`src/pkg/fault_arb_pkg.sv`:
```
// Package: constants and types for the fault arbitration handler
package fault_arb_pkg;

  // ==========================================================================
  // Supply section sources, index = priority (0 highest)
  // ==========================================================================
  localparam int          SUP_N       = 5;
  localparam logic [2:0]  SUP_UV      = 3'h0;  // Logic-supply undervoltage
  localparam logic [2:0]  SUP_OV      = 3'h1;  // Logic-supply overvoltage
  localparam logic [2:0]  SUP_BUCK_OC = 3'h2;  // Buck overcurrent
  localparam logic [2:0]  SUP_LOG_OC  = 3'h3;  // Logic-supply overcurrent
  localparam logic [2:0]  SUP_SPARE   = 3'h4;  // Lowest supply level

  // ==========================================================================
  // Functional section sources, index = priority (0 highest)
  // ==========================================================================
  localparam int          FUN_N       = 8;
  localparam logic [2:0]  FUN_UV      = 3'h0;  // Logic-supply undervoltage
  localparam logic [2:0]  FUN_PUMP_LS = 3'h1;  // Low-side pump undervoltage
  localparam logic [2:0]  FUN_PUMP_HS = 3'h2;  // High-side pump undervoltage
  localparam logic [2:0]  FUN_OVHEAT  = 3'h3;  // Overheat shutdown
  localparam logic [2:0]  FUN_SHUNT   = 3'h4;  // Shunt overcurrent
  localparam logic [2:0]  FUN_ROTOR   = 3'h5;  // Locked rotor
  localparam logic [2:0]  FUN_WDOG    = 3'h6;  // Watchdog
  localparam logic [2:0]  FUN_NVM     = 3'h7;  // Nvm read/program fault

  // Latched sources in the functional section (bit per source)
  localparam logic [7:0]  FUN_LATCHED = 8'ha8;  // Overheat, rotor, nvm
  // Sources that force gates to high impedance when serviced
  localparam logic [7:0]  FUN_HIZ     = 8'ha9;  // Uv, overheat, rotor, nvm

  // Shunt overcurrent trigger modes
  localparam logic [1:0]  OC_IMMEDIATE = 2'h0;
  localparam logic [1:0]  OC_COUNT8    = 2'h1;
  localparam logic [1:0]  OC_COUNT16   = 2'h2;

  // Section arbiter state
  typedef enum logic [0:0]
  {
    ARB_IDLE = 1'b0,
    ARB_BUSY = 1'b1
  } arb_state_e;

endpackage : fault_arb_pkg

```
`src/design/fault_arbitration_handler.sv`:
```
// Module: two-section fault arbiter with pin, gate actions and status bits
`timescale 1ns/1ps
// ============================================================================
// Overview of operation
// - Supply faults arbitrated, five levels, B0 highest
// - Functional section: first fault served, others only recorded, except pump faults, which force high-z regardless
// - Simultaneous faults: highest priority wins, F0 top
// - Apply action, hold section until cleared
// - Fault pin is OR of both sections, watchdog excluded
// - Non-latched: action stops, status stays set
// - Status bits set for every event
// - Each malfunction event recorded in status immediately
// - Latched faults need the latch-clear field
// - Latched counting shunt fault: clear after quiet period/standby
// - Immediate shunt fault: clear once condition gone
// - Logic supply over-volt/over-current: pin only
// - Logic undervoltage: high-z, halt state, await toggle
// - Shunt fault F4 truncates PWM if configured
// - Shunt brake enabled: brake, treat as latched
// - Locked rotor: high-z, needs driver-enable toggle
// - Overheat shutdown latched, high-z, pin asserted
// - Nvm fault latched, high-z only while it is the served fault
// ============================================================================
module fault_arbitration_handler
(
  // Clock and reset
  input  wire logic                          sys_clk,
  input  wire logic                          rst_n,
  // Raw fault conditions from detectors (asynchronous)
  input  wire logic                          logic_uv_raw,
  input  wire logic                          logic_ov_raw,
  input  wire logic                          logic_oc_raw,
  input  wire logic                          buck_oc_raw,
  input  wire logic                          pump_ls_uv_raw,
  input  wire logic                          pump_hs_uv_raw,
  input  wire logic                          overheat_shutdown_raw,
  input  wire logic                          overheat_warning_raw,
  input  wire logic                          shunt_oc_raw,
  input  wire logic                          rotor_lock_raw,
  input  wire logic                          wdog_raw,
  input  wire logic                          nvm_fault_raw,
  input  wire logic                          chip_enable_raw,
  input  wire logic                          driver_enable_pin,
  // Same-clock context from the device
  input  wire logic                          pwm_period_end,
  input  wire logic                          standby_state,
  input  wire logic                          pump_start_blank,
  input  wire logic                          logic_supply_good,
  // Configuration bits
  input  wire logic [1:0]                    shunt_oc_mode,
  input  wire logic                          shunt_oc_latch_cfg,
  input  wire logic                          shunt_oc_truncate_cfg,
  input  wire logic                          brake_on_shunt_overcurrent,
  input  wire logic                          wdog_latch_cfg,
  // Host clear writes (one-cycle strobes)
  input  wire logic                          clear_faults_field,
  input  wire logic                          latch_clear_field,
  // Pin and actions
  output logic                               fault_out_n,
  output logic                               gate_hiz,
  output logic                               pwm_truncate,
  output logic                               brake,
  output logic                               logic_supply_halt_state,
  // Status
  output logic [fault_arb_pkg::SUP_N-1:0]    supply_fault_status,
  output logic [fault_arb_pkg::FUN_N-1:0]    functional_fault_status,
  output logic                               overheat_warning,
  output logic                               clear_pending
);
  import fault_arb_pkg::*;

  // ==========================================================================
  // Input synchronisers, three stages, change when stages two and three agree
  // ==========================================================================
  localparam int NIN = 14;
  // Reset image: enables idle high, fault levels low, so no false edge follows reset
  localparam logic [NIN-1:0] COND_RST = 14'h3000;
  logic [NIN-1:0] raw_vec;    // Raw asynchronous inputs
  logic [NIN-1:0] s1, s2, s3; // Synchroniser stages
  logic [NIN-1:0] cond;       // Filtered conditions
  assign raw_vec = {driver_enable_pin, chip_enable_raw, nvm_fault_raw, wdog_raw,
                    rotor_lock_raw, shunt_oc_raw, overheat_warning_raw,
                    overheat_shutdown_raw, pump_hs_uv_raw, pump_ls_uv_raw,
                    buck_oc_raw, logic_oc_raw, logic_ov_raw, logic_uv_raw};

  // Sync chain
  always_ff @(posedge sys_clk or negedge rst_n)
  begin
    if (!rst_n)
    begin
      s1 <= COND_RST;
      s2 <= COND_RST;
      s3 <= COND_RST;
    end
    else
    begin
      s1 <= raw_vec;
      s2 <= s1;
      s3 <= s2;
    end
  end

  // Agreement filter per bit
  genvar gi;
  generate
    for (gi = 0; gi < NIN; gi++)
    begin : g_filt
      always_ff @(posedge sys_clk or negedge rst_n)
      begin
        if (!rst_n)
          cond[gi] <= COND_RST[gi];
        else if (s2[gi] == s3[gi])
          cond[gi] <= s3[gi];
      end
    end
  endgenerate

  logic c_uv, c_ov, c_loc, c_boc, c_pls, c_phs, c_ots, c_otw, c_shunt, c_rot, c_wd, c_nvm;
  logic c_ce, c_drv, c_ce_d, c_drv_d;
  assign {c_drv, c_ce, c_nvm, c_wd, c_rot, c_shunt, c_otw, c_ots,
          c_phs, c_pls, c_boc, c_loc, c_ov, c_uv} = cond;

  // Previous enables for rising-edge detection
  always_ff @(posedge sys_clk or negedge rst_n)
  begin
    if (!rst_n)
    begin
      c_ce_d  <= 1'b1;  // Idle high: no rise seen at start
      c_drv_d <= 1'b1;
    end
    else
    begin
      c_ce_d  <= c_ce;
      c_drv_d <= c_drv;
    end
  end
  logic ce_rise, drv_rise;
  assign ce_rise  = c_ce & ~c_ce_d;
  assign drv_rise = c_drv & ~c_drv_d;

  // ==========================================================================
  // Source vectors
  // ==========================================================================
  logic [SUP_N-1:0] sup_req; // Supply requests
  logic [FUN_N-1:0] fun_req; // Functional requests
  assign sup_req = {1'b0,
                    c_loc & logic_supply_good,
                    c_boc & logic_supply_good & ~pump_start_blank,
                    c_ov & logic_supply_good,
                    c_uv};
  assign fun_req = {c_nvm, c_wd, c_rot, c_shunt, c_ots, c_phs, c_pls, c_uv};

  // Shunt latched when configured or braking
  logic shunt_latched;
  assign shunt_latched = shunt_oc_latch_cfg | brake_on_shunt_overcurrent;
  logic [FUN_N-1:0] fun_latched;
  assign fun_latched = FUN_LATCHED | ({{(FUN_N-1){1'b0}}, shunt_latched} << FUN_SHUNT)
                     | ({{(FUN_N-1){1'b0}}, wdog_latch_cfg} << FUN_WDOG);

  // Quiet PWM period tracking for counting mode
  logic oc_seen;   // Overcurrent seen in current period
  logic oc_quiet;  // A whole period passed with no event
  always_ff @(posedge sys_clk or negedge rst_n)
  begin
    if (!rst_n)
    begin
      oc_seen  <= 1'b0;
      oc_quiet <= 1'b0;
    end
    else if (c_shunt)
    begin
      oc_seen  <= 1'b1;
      oc_quiet <= 1'b0;
    end
    else if (pwm_period_end)
    begin
      oc_quiet <= ~oc_seen;
      oc_seen  <= 1'b0;
    end
  end

  // Shunt clear permission
  logic shunt_clear_ok;
  assign shunt_clear_ok = (shunt_oc_mode == OC_IMMEDIATE) ? ~c_shunt
                                                          : ((oc_quiet & ~c_shunt) | standby_state);

  // ==========================================================================
  // Priority pick: lowest index wins
  // ==========================================================================
  function automatic logic [2:0] pick(input logic [7:0] req);
    logic [2:0] idx;
    idx = 3'h0;
    for (int i = 7; i >= 0; i--)
      if (req[i])
        idx = 3'(i);
    return idx;
  endfunction

  // ==========================================================================
  // Supply arbiter
  // ==========================================================================
  arb_state_e       sup_state;
  logic [2:0]       sup_idx;
  logic             sup_release; // Serviced supply fault may go
  assign sup_release = ~sup_req[sup_idx] & clear_faults_field & (sup_idx != SUP_UV);

  always_ff @(posedge sys_clk or negedge rst_n)
  begin
    if (!rst_n)
    begin
      sup_state <= ARB_IDLE;
      sup_idx   <= 3'h0;
    end
    else
    begin
      unique case (sup_state)
        ARB_IDLE:
          if (|sup_req)
          begin
            sup_state <= ARB_BUSY;
            sup_idx   <= pick({{(8-SUP_N){1'b0}}, sup_req});
          end
        ARB_BUSY:
          if (sup_release || (sup_idx == SUP_UV && ce_rise && !c_uv))
            sup_state <= ARB_IDLE;
      endcase
    end
  end

  // ==========================================================================
  // Functional arbiter
  // ==========================================================================
  arb_state_e       fun_state;
  logic [2:0]       fun_idx;
  logic             fun_cond; // Serviced condition still present
  logic             fun_release;
  assign fun_cond = fun_req[fun_idx];
  always_comb
  begin
    fun_release = 1'b0;
    if (fun_idx == FUN_UV)
      fun_release = ce_rise & ~c_uv;
    else if (fun_idx == FUN_ROTOR)
      fun_release = drv_rise & ~fun_cond;
    else if (fun_idx == FUN_SHUNT && shunt_latched)
      fun_release = latch_clear_field & shunt_clear_ok;
    else if (fun_latched[fun_idx])
      fun_release = latch_clear_field & ~fun_cond;
    else
      fun_release = clear_faults_field & ~fun_cond;
  end

  always_ff @(posedge sys_clk or negedge rst_n)
  begin
    if (!rst_n)
    begin
      fun_state <= ARB_IDLE;
      fun_idx   <= 3'h0;
    end
    else
    begin
      unique case (fun_state)
        ARB_IDLE:
          if (|fun_req)
          begin
            fun_state <= ARB_BUSY;
            fun_idx   <= pick(fun_req);
          end
        ARB_BUSY:
          if (fun_release)
            fun_state <= ARB_IDLE;
      endcase
    end
  end

  // ==========================================================================
  // Actions, pin and halt state
  // ==========================================================================
  logic fun_act; // Serviced action live (non-latched stops with condition)
  assign fun_act = (fun_state == ARB_BUSY) && (fun_latched[fun_idx] || fun_cond);

  always_ff @(posedge sys_clk or negedge rst_n)
  begin
    if (!rst_n)
    begin
      fault_out_n             <= 1'b1;
      gate_hiz                <= 1'b0;
      pwm_truncate            <= 1'b0;
      brake                   <= 1'b0;
      logic_supply_halt_state <= 1'b0;
    end
    else
    begin
      // Pin: OR of both sections; watchdog never drives it
      fault_out_n  <= ~(((sup_state == ARB_BUSY) && sup_req[sup_idx])
                      || (fun_act && (fun_idx != FUN_WDOG)));
      // Pumps force high-z regardless of arbitration
      gate_hiz     <= c_pls | c_phs | logic_supply_halt_state
                    | (fun_act && FUN_HIZ[fun_idx])
                    | (fun_act && fun_idx == FUN_SHUNT && shunt_oc_latch_cfg);
      pwm_truncate <= fun_act && fun_idx == FUN_SHUNT && shunt_oc_truncate_cfg;
      brake        <= fun_act && fun_idx == FUN_SHUNT && brake_on_shunt_overcurrent;
      // Halt on undervoltage until chip-enable toggles
      if (c_uv)
        logic_supply_halt_state <= 1'b1;
      else if (ce_rise)
        logic_supply_halt_state <= 1'b0;
    end
  end

  // ==========================================================================
  // Status bits: set on every event, set beats clear
  // ==========================================================================
  always_ff @(posedge sys_clk or negedge rst_n)
  begin
    if (!rst_n)
    begin
      supply_fault_status     <= '0;
      functional_fault_status <= '0;
      overheat_warning        <= 1'b0;
      clear_pending           <= 1'b0;
    end
    else
    begin
      for (int i = 0; i < SUP_N; i++)
        if (sup_req[i])
          supply_fault_status[i] <= 1'b1;
        else if (clear_faults_field)
          supply_fault_status[i] <= 1'b0;
      for (int i = 0; i < FUN_N; i++)
        if (fun_req[i])
          functional_fault_status[i] <= 1'b1;
        // Status only goes on a write; a refused release keeps it
        else if ((fun_latched[i] ? latch_clear_field : clear_faults_field)
                 && !(fun_state == ARB_BUSY && fun_idx == 3'(i) && !fun_release))
          functional_fault_status[i] <= 1'b0;
      if (c_otw)
        overheat_warning <= 1'b1;
      else if (clear_faults_field)
        overheat_warning <= 1'b0;
      // Strobes self-clear; nothing holds them
      clear_pending <= clear_faults_field | latch_clear_field;
    end
  end

endmodule : fault_arbitration_handler

```
`config.mk`:
```
export PLATFORM = sky130hd
export DESIGN_NAME = fault_arbitration_handler
export DESIGN_NICKNAME = d
export VERILOG_FILES = /design/src/pkg/fault_arb_pkg.sv /design/src/design/fault_arbitration_handler.sv
export SDC_FILE = /design/constraint.sdc
export NUM_CORES = 1
export LEC_CHECK = 0
export BUFFER_PORTS_ARGS = -buffer_cell sky130_fd_sc_hd__clkbuf_2
export CAP_MARGIN = 5
export CORE_ASPECT_RATIO = 0.8
export CORE_UTILIZATION = 49
export DETAILED_ROUTE_END_ITERATION = 10
export GPL_ROUTABILITY_DRIVEN = 0
export GPL_TIMING_DRIVEN = 0
export PLACE_DENSITY = 0.7
export SLEW_MARGIN = 20
export SYNTH_ARGS = -nofsm -noshare
export SYNTH_HDL_FRONTEND = slang
export SYNTH_SLANG_ARGS = --single-unit
```
`constraint.sdc`:
```
create_clock -name sys_clk -period 2.5 [get_ports sys_clk]
set_clock_uncertainty 0.15 [all_clocks]
set_input_delay 0.25 -clock sys_clk [delete_from_list [all_inputs] [get_ports sys_clk]]
set_output_delay 0.25 -clock sys_clk [all_outputs]
set_load 0.05 [all_outputs]
```
==> impl_metrics.env <==
export IMPL_multi_input_area_um2=958
export IMPL_core_area_um2=6070
export IMPL_die_area_um2=6820
export IMPL_powerDensity_nw_per_um2=946
export IMPL_grt_pass1_vias=1989
export IMPL_insertion_delay_ns=0.34
export IMPL_critPathTopFamily="compound AO/OA/AOI/OAI gates"
export IMPL_design_power_total_mw=3.66
export IMPL_synth_flop_cell="dfrtp_1"
export IMPL_fin_crit_ns=2.36
export IMPL_synth_fp_nets=255
export IMPL_yosysWarnings=0
export IMPL_start_kind="flip-flop"
export IMPL_worstSetupPathType="flip-flop to flip-flop"
export IMPL_ir_drop_v=0.000541
export IMPL_critPathMaxStageDelay_ns=0.46
export IMPL_synth_top_family_by_area="compound AO/OA/AOI/OAI gates"
export IMPL_fmax_ghz=0.423
export IMPL_gr_total_overflow=0
export IMPL_netlist_instances=223
export IMPL_finalInstanceArea_um2=3870
export IMPL_seq_area_frac_synth=0.681
export IMPL_critPathBufInv=0
export IMPL_antenna_cells=0
export IMPL_synth_compound_area_frac=0.117
export IMPL_avgSynthCellArea_um2=14.3
export IMPL_wl_per_cell_um=14.1
export IMPL_die_w_um=92.1
export IMPL_ys_types=52
export IMPL_setup_ws_ns=0.137
export IMPL_regArea_um2=2170
export IMPL_ctsLongestPathBuffers=2
export IMPL_fin_cells=384
export IMPL_synth_seq_cells=86
export IMPL_status="finished, final reports clean"
export IMPL_worst_path_max_delay_cell="dfrtp_2"
export IMPL_start_util=0.524
export IMPL_min_path_type="input pin to flip-flop"
export IMPL_endpoint_kind="flip-flop"
export IMPL_hpwl_um=3620
export IMPL_syn_to_final_growth_pct=21.6
export IMPL_io_pins=48
export IMPL_grt_max_degree=87
export IMPL_synthSimpleGateAreaFrac=0.0917
export IMPL_fin_nets=330
export IMPL_required_ns=2.57
export IMPL_fp_dieH_um=74.1
export IMPL_drc_errors=0
export IMPL_ant_nets=0
export IMPL_path_cells="ha_1 > mux2_1 > a31oi_2 > mux2i_1 > a311oi_2 > nand2b_4 > a221o_1"
export IMPL_viasPerCell=5.11
export IMPL_place_inst=350
export IMPL_synth_fa_ha_area_frac=0.0598
export IMPL_cp_max_fo=7
export IMPL_vias=1962
export IMPL_antenna_found_initial=0
export IMPL_fin_crit_sh=0.945
export IMPL_synth_xor_area_frac=0
export IMPL_cts_root_buf="clkbuf_8"
export IMPL_p_leak_nw=1.74
export IMPL_n_fill_cell=493
export IMPL_clk_pin_slew_worst_paths_ns=0.08
export IMPL_io_buffers=46
export IMPL_cts_tree="built"
export IMPL_grt_usage=0.180
export IMPL_synth_mux_area_frac=0.0319
export IMPL_maxCapViolations=0
export IMPL_drt_total_wl_um=5400
export IMPL_htree_levels=3
export IMPL_rows=25
export IMPL_place_ws_ns=0.0573
export IMPL_worst_slew_pin_slew_ns=0.652
export IMPL_arrival_ns=2.44
export IMPL_maxSlewHeadroom=0.565
export IMPL_postPlaceCellArea_um2=3520
export IMPL_clock_sinks=86
export IMPL_grt_pass1_wl_um=9220
export IMPL_drive_above_1_share=0.287
export IMPL_post_route_util=0.638
export IMPL_tns_ns=0
export IMPL_hold_viol=0
export IMPL_dr_pass1_iters=4
export IMPL_setup_viol=0
export IMPL_whs_ns=0.0146
export IMPL_syn_area_um2=3180
export IMPL_synth_edff_count=0
export IMPL_maxSlewViolCount=0
export IMPL_rsz0062_at_grt="no"
export IMPL_cts_inserted_buffers=9
export IMPL_drtIter0Drc=84
export IMPL_async_flop_share=1.00
[state kept, by name, summed over array words and instances (netlist names), 2 cells and up]
name / cells
sup_idx: 2
s1: 14
s2: 14
s3: 14
supply_fault_status: 4
fun_idx: 3
functional_fault_status: 8
[cells in the final DEF (no fill, tap or decap), types with 8 or more instances in the layout]
cell            n
a21oi_1         8
clkbuf_2       45
clkbuf_8       10
dfrtp_1        73
dfstp_2        11
dlygate4sd3_1  17
maj3_1         14
nand2_1        14
nor2_1          8
[final cells by class]
cell class | instances | share of cell area
sequential | 86 | 0.560
timing repair buffer | 64 | 0.108
buffer | 4 | 0.00679
multi-input combinational | 125 | 0.248
clock buffer | 11 | 0.0340
inverter | 8 | 0.00776
tap | 81 | 0.0262
clock inverter | 5 | 0.00938
[Yosys cell counts, types with 3 or more instances]
| cell type | n | share of area |
|---|---|---|
| nand3b_1 | 3 | 0.0071 |
| a21oi_1 | 8 | 0.013 |
| nor2_1 | 8 | 0.0094 |
| inv_1 | 7 | 0.0083 |
| nor3_1 | 3 | 0.0047 |
| a221o_1 | 4 | 0.013 |
| ha_1 | 4 | 0.016 |
| o21ai_0 | 4 | 0.0063 |
| nor2b_1 | 4 | 0.0079 |
| dfrtp_1 | 75 | 0.59 |
| nand2b_1 | 5 | 0.0098 |
| a31o_1 | 3 | 0.0083 |
| and3b_1 | 3 | 0.0083 |
| a21o_1 | 7 | 0.017 |
| nand2_1 | 14 | 0.017 |
| maj3_1 | 14 | 0.044 |
| dfstp_2 | 11 | 0.091 |
[cells by family (layout without fill, tap and decap cells)]
group,after synthesis,count (layout)
buf+inv,12,92
fa+ha+maj,18,18
flops,86,86
other cells,1,1
simple gates,52,52
mux,7,7
compound gates,47,47
[path summary, 6_finish.rpt]
| check | from | end | slack, ns | cells after the start |
|---|---|---|---|---|
| max in group asynchronous | rst_n | fun_idx[0] | 1.35 | 2 |
| max | fun_idx[0] | functional_fault_status[5] | 0.14 | 7 |
| max reg2reg | fun_idx[0] | functional_fault_status[5] | 0.14 | 7 |
| min in group asynchronous | rst_n | c_loc | 0.33 | 2 |
| min | brake_on_shunt_overcurrent | brake | 0.01 | 2 |
| min reg2reg | s1[7] | s2[7] | 0.20 | 0 |
[report_power, final]
part | total [mW] | internal, mW | switching (mW) | leakage, nW
combinational | 1.08 | 0.444 | 0.634 | 0.681
clock | 0.826 | 0.361 | 0.465 | 0.0755
sequential | 1.76 | 1.58 | 0.173 | 0.984
total | 3.66 | 2.39 | 1.27 | 1.74
[timing repair]
action | 4_1_cts | 5_1_grt
hold endpoints to repair | 91 | 0
hold buffers | 17 | 0
resized for setup | 0 | 2
endpoints found under the setup margin | 0 | 4
buffers inserted | 0 | 1
[per-layer routing]
metal	vias to the layer above	GRT usage	wire, µm
li1	948	-	-
met1	967	0.224	2520
met2	38	0.306	2580
met3	9	0.0542	216
met4	0	0.0642	78
met5	-	0	0
No activity file was read; power rests on OpenSTA's default activity.
